==> config.mk <==
export PLATFORM = sky130hd
export DESIGN_NAME = nvsc_host
export DESIGN_NICKNAME = d
export VERILOG_FILES = /design/src/rtl/nvsc_pkg.sv /design/src/rtl/nvsc_host.sv
export SDC_FILE = /design/constraint.sdc
export NUM_CORES = 1
export LEC_CHECK = 0
export BUFFER_PORTS_ARGS = -buffer_cell sky130_fd_sc_hd__buf_4
export CAP_MARGIN = 20
export CORE_MARGIN = 8
export CORE_UTILIZATION = 38
export DETAILED_ROUTE_END_ITERATION = 8
export GPL_TIMING_DRIVEN = 0
export PLACE_DENSITY_LB_ADDON = 0.08
export SYNTH_ARGS = -nofsm -noshare
export SYNTH_HDL_FRONTEND = slang
export SYNTH_SLANG_ARGS = --single-unit
==> constraint.sdc <==
create_clock -name clock_i -period 2.6 [get_ports clock_i]
set_input_delay 0.13 -clock clock_i [delete_from_list [all_inputs] [get_ports clock_i]]
set_output_delay 0.13 -clock clock_i [all_outputs]
set_load 0.02 [all_outputs]
==> src/rtl/nvsc_pkg.sv <==
// Package of constants for the nonvolatile SRAM host controller.
package nvsc_pkg;
  localparam int ADDR_W = 13;
  localparam int DATA_W = 8;
  localparam logic [12:0] SEQ_A1 = 13'h0000;
  localparam logic [12:0] SEQ_A2 = 13'h1555;
  localparam logic [12:0] SEQ_A3 = 13'h0AAA;
  localparam logic [12:0] SEQ_A4 = 13'h1FFF;
  localparam logic [12:0] SEQ_A5 = 13'h10F0;
  localparam logic [12:0] SEQ_STORE = 13'h0F0F;
  localparam logic [12:0] SEQ_RECALL = 13'h0F0E;
  localparam int CLK_MHZ = 40;
  localparam int CLK_NS = 25;
  // Strobe phase lengths in ns; a phase is at least one cycle.
  localparam int SETUP_NS = 25;
  localparam int PULSE_NS = 75;
  localparam int SETUP_CYC = (SETUP_NS + CLK_NS - 1) / CLK_NS;
  localparam int PULSE_CYC = (PULSE_NS + CLK_NS - 1) / CLK_NS;
  localparam int SAVE_TIME_MAX_MS = 10;
  localparam int RESTORE_TIME_MAX_US = 20;
  localparam int SAVE_CYC = SAVE_TIME_MAX_MS * 1000 * CLK_MHZ;
  localparam int RESTORE_CYC = RESTORE_TIME_MAX_US * CLK_MHZ;
  localparam int CNT_W = 20;
  typedef enum logic [6:0] {
    NVSC_POWER = 7'h01,
    NVSC_IDLE = 7'h02,
    NVSC_SETUP = 7'h04,
    NVSC_PULSE = 7'h08,
    NVSC_GAP = 7'h10,
    NVSC_BUSY = 7'h20,
    NVSC_DONE = 7'h40
  } nvsc_state_type;
  localparam logic [1:0] OP_READ = 2'h0;
  localparam logic [1:0] OP_WRITE = 2'h1;
  localparam logic [1:0] OP_STORE = 2'h2;
  localparam logic [1:0] OP_RECALL = 2'h3;
endpackage

==> src/rtl/nvsc_host.sv <==
// Host controller that drives the nonvolatile SRAM over its parallel pins.
`timescale 1ns/10ps
module nvsc_host #(
  parameter int SAVE_CYCLES = nvsc_pkg::SAVE_CYC,
  parameter int RESTORE_CYCLES = nvsc_pkg::RESTORE_CYC
) (
  input wire logic clock_i,
  input wire logic reset_i,
  input wire logic req_valid_i,
  input wire logic [1:0] req_op_i,
  input wire logic [12:0] req_addr_i,
  input wire logic [7:0] req_wdata_i,
  output logic req_ready_o,
  output logic rsp_valid_o,
  output logic [7:0] rsp_rdata_o,
  output logic nv_busy_o,
  output logic [12:0] cell_index_o,
  output logic chip_on_n_o,
  output logic bus_load_n_o,
  output logic drive_out_n_o,
  output logic [7:0] data_pins_o,
  output logic data_pins_oe_o,
  input wire logic [7:0] data_pins_i
);

  // ------------------------------------------------------------
  // Checks
  // ------------------------------------------------------------
  // The wait counter is shared by every phase, so both times must fit in it.
  if (SAVE_CYCLES < 1 || SAVE_CYCLES >= (1 << nvsc_pkg::CNT_W)) begin : g_bad_save
    $error("SAVE_CYCLES out of range");
  end
  if (RESTORE_CYCLES < 1 || RESTORE_CYCLES >= (1 << nvsc_pkg::CNT_W)) begin : g_bad_restore
    $error("RESTORE_CYCLES out of range");
  end

  // ------------------------------------------------------------
  // Pin input synchroniser
  // ------------------------------------------------------------
  // Data is sampled at the end of the pulse, long after access time, so a
  // three-stage capture with agreement between stages two and three is safe.
  logic [7:0] sync1, sync2, sync3, rd_hold, next_rd_hold;
  always_ff @(posedge clock_i or posedge reset_i) begin
    if (reset_i) begin
      sync1 <= 8'h00;
      sync2 <= 8'h00;
      sync3 <= 8'h00;
      rd_hold <= 8'h00;
    end else begin
      sync1 <= data_pins_i;
      sync2 <= sync1;
      sync3 <= sync2;
      rd_hold <= next_rd_hold;
    end
  end
  always_comb begin
    next_rd_hold = rd_hold;
    if (sync2 == sync3) begin
      next_rd_hold = sync3;
    end
  end

  // ------------------------------------------------------------
  // Access sequencer
  // ------------------------------------------------------------
  nvsc_pkg::nvsc_state_type state, next_state;
  logic [nvsc_pkg::CNT_W-1:0] cnt, next_cnt;
  logic [1:0] op, next_op;
  logic [12:0] addr, next_addr;
  logic [7:0] wdata, next_wdata, rdata, next_rdata;
  logic ce_n, next_ce_n, we_n, next_we_n, oe_n, next_oe_n, doe, next_doe;
  logic ready, next_ready, rsp, next_rsp, busy, next_busy;

  always_comb begin
    next_state = state;
    next_cnt = cnt;
    next_op = op;
    next_addr = addr;
    next_wdata = wdata;
    next_rdata = rdata;
    next_ce_n = ce_n;
    next_we_n = we_n;
    next_oe_n = oe_n;
    next_doe = doe;
    next_ready = 1'b0;
    next_rsp = 1'b0;
    next_busy = busy;
    case (state)
      nvsc_pkg::NVSC_POWER: begin
        // Wait out the automatic recall with every strobe idle.
        if (cnt >= nvsc_pkg::CNT_W'(RESTORE_CYCLES - 1)) begin
          next_state = nvsc_pkg::NVSC_IDLE;
          next_busy = 1'b0;
          next_ready = 1'b1;
          next_cnt = '0;
        end else begin
          next_cnt = cnt + 1'b1;
        end
      end
      nvsc_pkg::NVSC_IDLE: begin
        next_ready = 1'b1;
        if (req_valid_i && ready) begin
          next_ready = 1'b0;
          next_op = req_op_i;
          next_addr = req_addr_i;
          next_wdata = req_wdata_i;
          next_state = nvsc_pkg::NVSC_SETUP;
          next_cnt = '0;
          // Store and recall commands are issued as ordinary reads of the
          // given address; software walks the six steps itself.
          next_doe = (req_op_i == nvsc_pkg::OP_WRITE);
        end
      end
      nvsc_pkg::NVSC_SETUP: begin
        // Address settles with chip enable high before the pulse.
        if (cnt >= nvsc_pkg::CNT_W'(nvsc_pkg::SETUP_CYC - 1)) begin
          next_cnt = '0;
          next_state = nvsc_pkg::NVSC_PULSE;
          next_ce_n = 1'b0;
          if (op == nvsc_pkg::OP_WRITE) begin
            next_we_n = 1'b0;
          end else begin
            next_oe_n = 1'b0;
          end
        end else begin
          next_cnt = cnt + 1'b1;
        end
      end
      nvsc_pkg::NVSC_PULSE: begin
        if (cnt >= nvsc_pkg::CNT_W'(nvsc_pkg::PULSE_CYC - 1)) begin
          next_cnt = '0;
          // Chip enable and write strobe rise together; data still driven.
          next_ce_n = 1'b1;
          next_we_n = 1'b1;
          next_oe_n = 1'b1;
          next_state = nvsc_pkg::NVSC_GAP;
        end else begin
          next_cnt = cnt + 1'b1;
        end
      end
      nvsc_pkg::NVSC_GAP: begin
        // The pin byte needs three stages to settle, so it is taken here, one
        // cycle after the pulse, when the last two stages hold the pulse data.
        next_rdata = next_rd_hold;
        next_doe = 1'b0;
        next_cnt = '0;
        if (op == nvsc_pkg::OP_STORE || op == nvsc_pkg::OP_RECALL) begin
          // After the sixth step the device runs alone; keep hands off.
          next_busy = 1'b1;
          next_state = nvsc_pkg::NVSC_BUSY;
        end else begin
          next_rsp = 1'b1;
          next_state = nvsc_pkg::NVSC_DONE;
        end
      end
      nvsc_pkg::NVSC_BUSY: begin
        // Worst-case store or recall time; a short supply store abort
        // only finishes early, so waiting the full time stays safe.
        if ((op == nvsc_pkg::OP_STORE && cnt >= nvsc_pkg::CNT_W'(SAVE_CYCLES - 1)) ||
            (op == nvsc_pkg::OP_RECALL && cnt >= nvsc_pkg::CNT_W'(RESTORE_CYCLES - 1))) begin
          next_busy = 1'b0;
          next_rsp = 1'b1;
          next_cnt = '0;
          next_state = nvsc_pkg::NVSC_DONE;
        end else begin
          next_cnt = cnt + 1'b1;
        end
      end
      nvsc_pkg::NVSC_DONE: begin
        // One cycle of recovery so steps never run back to back.
        next_ready = 1'b1;
        next_state = nvsc_pkg::NVSC_IDLE;
      end
      default: begin
        next_state = nvsc_pkg::NVSC_IDLE;
        next_ce_n = 1'b1;
        next_we_n = 1'b1;
        next_oe_n = 1'b1;
        next_doe = 1'b0;
      end
    endcase
  end

  always_ff @(posedge clock_i or posedge reset_i) begin
    if (reset_i) begin
      state <= nvsc_pkg::NVSC_POWER;
      cnt <= '0;
      op <= nvsc_pkg::OP_READ;
      addr <= '0;
      wdata <= 8'h00;
      rdata <= 8'h00;
      ce_n <= 1'b1;
      we_n <= 1'b1;
      oe_n <= 1'b1;
      doe <= 1'b0;
      ready <= 1'b0;
      rsp <= 1'b0;
      busy <= 1'b1;
    end else begin
      state <= next_state;
      cnt <= next_cnt;
      op <= next_op;
      addr <= next_addr;
      wdata <= next_wdata;
      rdata <= next_rdata;
      ce_n <= next_ce_n;
      we_n <= next_we_n;
      oe_n <= next_oe_n;
      doe <= next_doe;
      ready <= next_ready;
      rsp <= next_rsp;
      busy <= next_busy;
    end
  end

  assign req_ready_o = ready;
  assign rsp_valid_o = rsp;
  assign rsp_rdata_o = rdata;
  assign nv_busy_o = busy;
  assign cell_index_o = addr;
  assign chip_on_n_o = ce_n;
  assign bus_load_n_o = we_n;
  assign drive_out_n_o = oe_n;
  assign data_pins_o = wdata;
  assign data_pins_oe_o = doe;

endmodule // nvsc_host

==> results of run 1 <==
## power groups by stage
stage / Clock [mW] / Combinational (mW) / Sequential, mW
after global routing: 1.49 / 2.17 / 2.05
after global placement: 0 / 1.91 / 2.02
after CTS: 1.43 / 1.98 / 2.01
after detailed placement: 0 / 1.94 / 2.03
final: 1.39 / 1.99 / 2.01
after floorplan: 0 / 0.946 / 2.27
## repair_timing
| item | 4_1_cts | 5_1_grt |
|---|---|---|
| pin swaps | 0 | 4 |
| setup endpoints to repair | 16 | 37 |
| gates resized for setup | 6 | 14 |
| buffers inserted | 0 | 2 |
| hold buffers | 19 | 0 |
| endpoints found under the hold margin | 36 | 0 |
## sequential cells by signal, indices dropped and copies added (netlist names)
signal / count
cell_index_o: 13
rsp_rdata_o: 8
rsp_valid_o: 1
drive_out_n_o: 1
op: 2
sync3: 8
nv_busy_o: 1
chip_on_n_o: 1
rd_hold: 8
data_pins_oe_o: 1
sync1: 8
data_pins_o: 8
bus_load_n_o: 1
cnt: 20
state: 7
sync2: 8
req_ready_o: 1
## cell type report
class | count | share of cell area, %
clock buffers | 10 | 4.211
well taps | 143 | 3.153
multi-input cells | 276 | 32.87
inverters | 6 | 0.4630
clock inverters | 6 | 1.301
flip-flops and latches | 97 | 42.90
plain buffers | 17 | 1.653
repair buffers | 92 | 13.45
## through the flow
step	cell area, um^2	power (mW)	utilization, %
after floorplan	4359	3.214	-
after global placement	5056	3.930	44.66
after detailed placement	5096	3.971	45.02
after CTS	5623	5.424	49.67
after global routing	5675	5.711	50.13
final	5675	5.397	50.13
## Yosys cell counts, drive strengths merged
master / number
buf: 10
nor3: 8
a21oi: 9
or3: 6
a21bo: 1
and3: 4
a2111oi: 1
a31oi: 2
nor4: 7
or2: 3
o21a: 1
xnor2: 6
dfstp: 5
nor2: 22
nor2b: 5
clkbuf: 8
o21ai: 14
nand4: 8
dfrtp: 92
and2: 2
inv: 6
nand2b: 5
nand3: 18
nand2: 61
a21o: 3
a21boi: 1
and4: 2
o211ai: 6
o311ai: 2
o31ai: 6
ha: 2
a211o: 6
o32ai: 1
a211oi: 12
mux2: 32
nand4b: 1
nor3b: 1
xor2: 11
nor4b: 1
o41ai: 2
or4: 4
## worst paths after layout
kind / to / slack [ns]
min in group asynchronous: cell_index_o[0] / 0.36
max in group asynchronous: nv_busy_o / 1.62
setup reg to reg: cnt[12] / 0.14
hold / removal: cell_index_o[3] / 0.01
setup / recovery: cnt[12] / 0.14
hold reg to reg: sync2[0] / 0.35
## layer usage
layer / vias to the layer above / share of wire (%) / track usage [%] / wire, um
li1: 1623 / - / - / -
met1: 1653 / 46 / 18.26 / 4719
met2: 74 / 45 / 22.56 / 4680
met3: 13 / 7.0 / 5.114 / 718
met4: 0 / 1.8 / 5.869 / 181
met5: - / 0 / 0 / 0
## cells by family after synthesis
family                     share of synthesized area (%)
AOI/OAI and AO/OA                                  10.83
DFF                                                55.87
adders and majority gates                         0.5745
and+or+nand+nor                                    18.39
xor gates and xnor gates                           3.418
buffers and inverters                              2.643
muxes                                              8.274
==> flow_summary.toml, run 1 <==
[status]
outcome = "completed"

[logic_synthesis]
synth_top_area_share_pct = 52.86
syn_area_um2 = 4355
synth-seq-area-share_pct = 55.87
synth_cells = 397
synthTopCellsByArea = "dfrtp_1 (53%), mux2_2 (8.3%), nand2_1 (5.3%)"
ys_seq_elements = 97
yosysWarnings = 0
synth_nets = 433
syn_avg_cell_area_um2 = 10.97
synth_top_cell_by_area = "dfrtp_1"
yosysUniqueCellTypes = 52

[power]
power.internal_mw = 3.447
combPwrFrac_pct = 36.9
p_leak_nw = 2.591
swShare_pct = 36.13
seq_power_share_pct = 37.3
ir_worst_vdd_mv = 0.6131
p_clk_share_pct = 25.8
p_per_area_nw_per_um2 = 950.9
power_switching_mw = 1.950

[worst_setup_path]
worstPathCellList = "nor4_1 -> nand3_2 -> or3_4 -> a21oi_4 -> inv_2 -> buf_6 -> or4_1 -> nand3_1"
timing.rr.start = "cnt[17]"
r2r_cells = 8
startpoint_type = "flop"
slowest_delay_ns = 0.46
crit_start = "cnt[17]"
crit_path_end_kind = "flop"
crit_family = "simple AND/OR/NAND/NOR gates"
arrival_ns = 2.74
crit_cells = 8
path_max_fanout = 10
required_ns = 2.89
worstSetupPathType = "flop to flop"
cp_slowest_cell = "or4_1"
critPathBufInv = 2

[floorplan]
die_y_um = 123.1
start_util_pct = 38.47
dieWidth_um = 123.1
rows = 39
io_pins = 70
die_area_um2 = 15140
core_um2 = 11320

[hold_path]
hold_class = "input port to flop"
worstHoldStart = "req_addr_i[3]"
min_path_cells = 2

[sta]
worst_slew_pin_slew_ns = 1.025
tns_ns = 0
whs_ns = 0.01197
fmax_mhz = 407.1
period_needed_ns = 2.457
slew_viol_final = 0
fin_crit_sh_pct = 94.49
setup_viol_count_final = 0
fin_ws_ns = 0.1433
finClkSkew_ns = 0.006775
slew_headroom_pct = 31.08
hold_viol = 0
rsz0062_at_grt = "false"

[grt]
antenna_found_initial = 0
grt_pass1_wl_um = 17240
grtUsageTotal_pct = 14.55
grt_max_degree = 44
grt_pass1_vias = 3515
grt-ovfl-total = 0

[placement]
post-place-ws_ns = -0.1854
placedCellCount = 611
hpwl_um = 7222
gp_congestion = 0.8441
io_buffers = 69

[clocking]
htreeDepth = 3
cts_buffers = 9
clkTransAtPathRegs_ns = 0.07
cts_tree = "built"
clock_sinks = 97
clock_latency_ns = 0.35
root_buffer = "clkbuf_16"
cts.path.max_buffers = 2

[cells_and_area]
drive_gt1_share_pct = 31.94
multiInputGateArea_um2 = 1866
area_growth_pct = 30.31
regArea_um2 = 2435
fin_cells = 647
layout_common_cells = "dfrtp_1 (91), buf_4 (72), nand2_1 (61)"
final_common_cell = "dfrtp_1"
antenna_cells = 0
fill_cells = 1079
final_net_count = 535

[detailed_routing]
via_per_inst = 5.198
drtAntennaViolNets = 0
num_vias = 3363
drc = 0
wire_per_inst_um = 15.92
first_iter_violations = 214
routed_wl_um = 10300
drt_pass1_iterations = 5

[flow_run]
cap_violations = 0
Power figures use the tool's default switching activity.
==> run 2: changes to the inputs <==
--- a/config.mk
+++ b/config.mk
@@ -5,6 +5,7 @@
 export SDC_FILE = /design/constraint.sdc
 export NUM_CORES = 1
 export LEC_CHECK = 0
+export ABC_AREA = 1
 export BUFFER_PORTS_ARGS = -buffer_cell sky130_fd_sc_hd__buf_4
 export CAP_MARGIN = 20
 export CORE_MARGIN = 8
==> flow_summary.toml, run 2 <==
[status]
outcome = "completed"

[cells_and_area]
largest_reg_flops = 20
top_register = "cnt"
layout_common_cells = "nand2_1 (201), dfrtp_1 (92), buf_4 (71)"
final_net_count = 659
final_common_cell = "nand2_1"
area_growth_pct = 31.04
fill_cells = 1098
antenna_cells = 0
drive_gt1_share_pct = 20.38

[worst_setup_path]
regToRegSetupSlack_ns = 0.66
required_ns = 2.84
arrival_ns = 2.18
worstSetupPathType = "flop to flop"
startpoint_type = "flop"
path_max_fanout = 5
crit_path_end_kind = "flop"

[floorplan]
start_util_pct = 38.53
die_y_um = 123.1
rows = 39
io_pins = 70
core_um2 = 11320
die_area_um2 = 15160
dieWidth_um = 123.1

[clocking]
ctsHoldBuffers = 32
clock_latency_ns = 0.35
cts.path.max_buffers = 2
htreeDepth = 3
root_buffer = "clkbuf_16"
cts_tree = "built"
post_cts.repair.setup_buffers = 0
cts.repair.resized = 0
clock_sinks = 97
cts_buffers = 9
clkTransAtPathRegs_ns = 0.07

[logic_synthesis]
syn_avg_cell_area_um2 = 8.569
ys_seq_elements = 97
synth-seq-area-share_pct = 55.79
async_flop_share_pct = 100.0
post-synth-top-count-cell = "nand2_1"
synthTopCellsByArea = "dfrtp_1 (53%), nand2_1 (17%), inv_1 (3.4%)"
yosysWarnings = 0
yosysUniqueCellTypes = 38
synth_nets = 545
ys.flop_type = "dfrtp_1"
synth_top_cell_by_area = "dfrtp_1"
syn_area_um2 = 4362
synth_common_cells = "nand2_1 (201), dfrtp_1 (92), inv_1 (40)"
synth_edf_count = 0
synth_cells = 509
synth_top_area_share_pct = 52.78

[grt]
antenna_found_initial = 0
grt_max_degree = 36
grtUsageTotal_pct = 13.90
grt-ovfl-total = 0
grt_pass1_wl_um = 16660
grt_pass1_vias = 3499

[sta]
finClkSkew_ns = 0.005207
slew_viol_final = 0
hold_viol = 0
worst_slew_pin_slew_ns = 0.7841
tns_ns = 0
whs_ns = 0.2142
fin_crit_sh_pct = 74.64
slew_headroom_pct = 47.62
period_needed_ns = 1.941
fmax_mhz = 515.3
rsz0062_at_grt = "false"
setup_viol_count_final = 0

[power]
combPwrFrac_pct = 33.3
swShare_pct = 36.30
p_clk_share_pct = 26.4
power_switching_mw = 1.797
p_leak_nw = 2.977
seq_power_share_pct = 40.3
p_per_area_nw_per_um2 = 866.2
ir_worst_vdd_mv = 0.5610
power_mw = 4.951
power.internal_mw = 3.153

[flow_run]
cap_violations = 0

[placement]
hpwl_um = 7297
gp_congestion = 0.8239
io_buffers = 69

[detailed_routing]
drt_pass1_iterations = 4
via_per_inst = 4.572
first_iter_violations = 202
num_vias = 3525
wire_per_inst_um = 13.12
drtAntennaViolNets = 0
drc = 0
routed_wl_um = 10120

[hold_path]
hold_class = "input port to flop"
## run 2: changes by cell type in the layout (fill, tap and decap cells not counted), moves of 12 or more
| cell | previous run | this run |
|---|---|---|
| dlygate4sd3_1 | 19 | 32 |
| nand2_1 | 61 | 201 |
| nor2_1 | 19 | 38 |
| mux2_2 | 32 | 0 |
| inv_1 | 4 | 39 |
| nand3_1 | 17 | 29 |
## run 2: layer usage
layer / wire [um] / part of all wire [%] / global-route usage, %
met1: 4702 / 46 / 17.49
met2: 4883 / 48 / 22.51
met3: 347 / 3.4 / 3.059
met4: 186 / 1.8 / 6.245
met5: 0 / 0 / 0
## run 2: cells by family after synthesis
kind of cell | after synthesis | share of synthesized area [%]
xor+xnor | 22 | 4.418
buf+inv | 58 | 5.680
flops | 97 | 55.79
compound gates | 20 | 2.725
fa+ha+maj | 2 | 0.5736
simple gates | 310 | 30.81
## run 2: final timing paths
path | from | endpoint | cells after the start
max | cnt[1] | cnt[14] | 9
max reg2reg | cnt[1] | cnt[14] | 9
min reg2reg | sync1[2] | sync2[2] | 0
max in group asynchronous | reset_i | nv_busy_o | 4
min | req_valid_i | cell_index_o[10] | 5
min in group asynchronous | reset_i | sync1[0] | 3
## run 2: critical path: stages (launching register included)
cell and delay [ns]:
dfrtp_1 0.41, ha_1 0.32, nand2_2 0.11, nor2_4 0.13
nand4_2 0.16, nor3_1 0.28, nand2_1 0.14, xor2_1 0.16
nand3_1 0.06, nand2_1 0.05
## run 2: power groups by stage
stage / sequential [mW] / combinational (mW) / clock (mW)
final: 2.00 / 1.65 / 1.30
after detailed placement: 2.02 / 1.64 / 0
after global placement: 2.01 / 1.61 / 0
after CTS: 2.00 / 1.68 / 1.35
after floorplan: 2.24 / 0.781 / 0
after global routing: 2.03 / 1.83 / 1.41
## run 2: layout make-up
cell class	instances	area [um^2]	share of cell area [%]
sequential	97	2434	42.58
multi-input combinational	354	1680	29.40
timing repair buffer	103	878.3	15.37
clock buffer	12	256.5	4.488
tap	143	178.9	3.130
inverter	45	172.7	3.021
buffer	13	78.83	1.379
clock inverter	4	36.28	0.6349
## run 2: through the flow
step | setup WS (ns) | util [%] | instances | area [um^2]
CTS | 0.6317 | 50.49 | 771 | 5715
global route | 0.4623 | 50.49 | 771 | 5715
global placement | 0.6309 | 44.72 | 721 | 5062
finish | 0.6593 | 50.49 | 771 | 5715
floorplan | 0.9497 | - | 509 | 4365
detailed placement | 0.6498 | 45.07 | 723 | 5102
==> run 3: changes to the inputs <==
--- a/config.mk
+++ b/config.mk
@@ -5,7 +5,7 @@
 export SDC_FILE = /design/constraint.sdc
 export NUM_CORES = 1
 export LEC_CHECK = 0
-export ABC_AREA = 1
+export ABC_AREA = 0
 export BUFFER_PORTS_ARGS = -buffer_cell sky130_fd_sc_hd__buf_4
 export CAP_MARGIN = 20
 export CORE_MARGIN = 8
==> constraint.sdc (replaced) <==
create_clock -name clock_i -period 1.8 [get_ports clock_i]
set_input_delay 0.09 -clock clock_i [delete_from_list [all_inputs] [get_ports clock_i]]
set_output_delay 0.09 -clock clock_i [all_outputs]
set_load 0.02 [all_outputs]
==> flow_summary.toml, run 3 (synthesis results as in run 1) <==
[detailed_routing]
dr_wl_met3_um = 682
via_per_inst = 5.179
wire_per_inst_um = 16.71
m1WireLength_um = 5252
num_vias = 3667
first_iter_violations = 221
drt_pass1_iterations = 4
route.met2.wl_um = 5674
highest-signal-layer = "met4"
drtAntennaViolNets = 0
drc = 0
routed_wl_um = 11830

[grt]
grtUsageTotal_pct = 15.87
grt_max_degree = 42
grt_pass1_vias = 3716
grt-ovfl-total = 0
antenna_found_initial = 0
grt_pass1_wl_um = 18890

[worst_setup_path]
timing.rr.start = "cnt[7]"
path_max_fanout = 8
required_ns = 2.08
startpoint_type = "flop"
r2r_end = "cnt[12]"
regToRegSetupSlack_ns = -0.47
r2r_cells = 8
arrival_ns = 2.55
worstSetupPathType = "flop to flop"
crit_path_end_kind = "flop"

[placement]
io_buffers = 69
post-place-ws_ns = -0.7600
gp_congestion = 0.8361
hpwl_um = 7188

[sta]
setup_viol_count_final = 48
rsz0062_at_grt = "true"
slew_headroom_pct = 51.61
finClkSkew_ns = 0.008071
tns_ns = -13.13
fin_ws_ns = -0.4654
worst_slew_pin_slew_ns = 0.7243
fin_crit_sh_pct = 125.9
hold_viol = 0
fmax_mhz = 441.4
period_needed_ns = 2.265
slew_viol_final = 0

[cells_and_area]
drive_gt1_share_pct = 47.26
multiInputGateArea_um2 = 2330
final_common_cell = "buf_4"
layout_common_cells = "buf_4 (106), dfrtp_1 (82), nand2_1 (57)"
top_register = "cnt"
largest_reg_flops = 20
final_util_pct = 59.97
final_net_count = 596
fill_cells = 948
area_growth_pct = 55.87
regArea_um2 = 2446
antenna_cells = 0

[power]
combPwrFrac_pct = 46.2
p_leak_nw = 3.122
swShare_pct = 35.64
power.internal_mw = 5.831
seq_power_share_pct = 32.4
p_clk_share_pct = 21.4
power_switching_mw = 3.229
p_per_area_nw_per_um2 = 1335
ir_worst_vdd_mv = 0.9605

[floorplan]
die_area_um2 = 15140
io_pins = 70
rows = 39
die_y_um = 123.1
core_um2 = 11320
dieWidth_um = 123.1
start_util_pct = 38.47

[status]
outcome = "complete, but fails checks"
violations = "setup timing"

[hold_path]
worstHoldStart = "req_valid_i"
hold_class = "input port to flop"
min_path_cells = 4
hold-path-endpoint = "req_ready_o"

[clocking]
cts.path.max_buffers = 2
cts_buffers = 9
root_buffer = "clkbuf_16"
clock_sinks = 97
clkTransAtPathRegs_ns = 0.07
htreeDepth = 3
cts_tree = "built"
clock_latency_ns = 0.35

[flow_run]
cap_violations = 0
run 3: worst max-delay path: stages, from the launching register on:
cell and delay [ns]:
dfrtp_1 0.49, nor3_4 0.30, a21oi_4 0.14, or3_4 0.43, a21oi_4 0.17, inv_2 0.06
buf_6 0.13, or4_4 0.41, nand3_2 0.08
run 3: repair_timing:
item / 4_1_cts / 5_1_grt
gates resized for setup: 81 / 55
buffers inserted: 28 / 23
gates cloned: 3 / 0
hold buffers: 32 / 0
setup endpoints to repair: 58 / 62
pin swaps: 27 / 37
endpoints found under the hold margin: 47 / 0
run 3: power groups by stage:
stage / sequential, mW / clock (mW) / combinational [mW]
after floorplan: 3.28 / 0 / 1.46
after global placement: 2.93 / 0 / 2.86
after detailed placement: 2.94 / 0 / 2.91
after CTS: 2.93 / 2.01 / 3.76
after global routing: 3.00 / 2.09 / 4.46
final: 2.94 / 1.94 / 4.18
run 3: worst max path at each step:
stage / start / to / slack, ns / depth (start not counted)
floorplan: cnt[16] / cnt[12] / -0.35 / 8
global placement: cnt[3] / cnt[19] / -0.70 / 8
detailed placement: cnt[3] / cnt[9] / -0.76 / 8
CTS: cnt[13] / cnt[11] / -0.43 / 8
global route: cnt[7] / cnt[17] / -0.51 / 8
finish: cnt[7] / cnt[12] / -0.47 / 8
run 3: routing by layer:
| layer | vias to the layer above | GRT usage, % |
|---|---|---|
| met1 | 1814 | 19.95 |
| met4 | 0 | 6.622 |
| li1 | 1751 | - |
| met3 | 15 | 5.068 |
| met2 | 87 | 24.84 |
| met5 | - | 0 |
run 3: per-stage QoR:
| stage | area (um^2) | power (mW) | cells | hold WS [ns] |
|---|---|---|---|---|
| floorplan | 4482 | 4.746 | 397 | 0.1214 |
| global placement | 5179 | 5.785 | 609 | 0.1995 |
| detailed placement | 5219 | 5.850 | 611 | 0.1492 |
| CTS | 6421 | 8.695 | 687 | 0.2245 |
| global route | 6789 | 9.546 | 708 | 0.3152 |
| finish | 6789 | 9.060 | 708 | 0.3012 |
run 3: cell type report:
type	instances	share of cell area, %
inverters	6	0.3870
repair buffers	154	19.89
flip-flops and latches	97	36.03
multi-input cells	277	34.32
clock inverters	4	0.7925
clock buffers	12	3.631
well taps	143	2.635
plain buffers	15	2.322
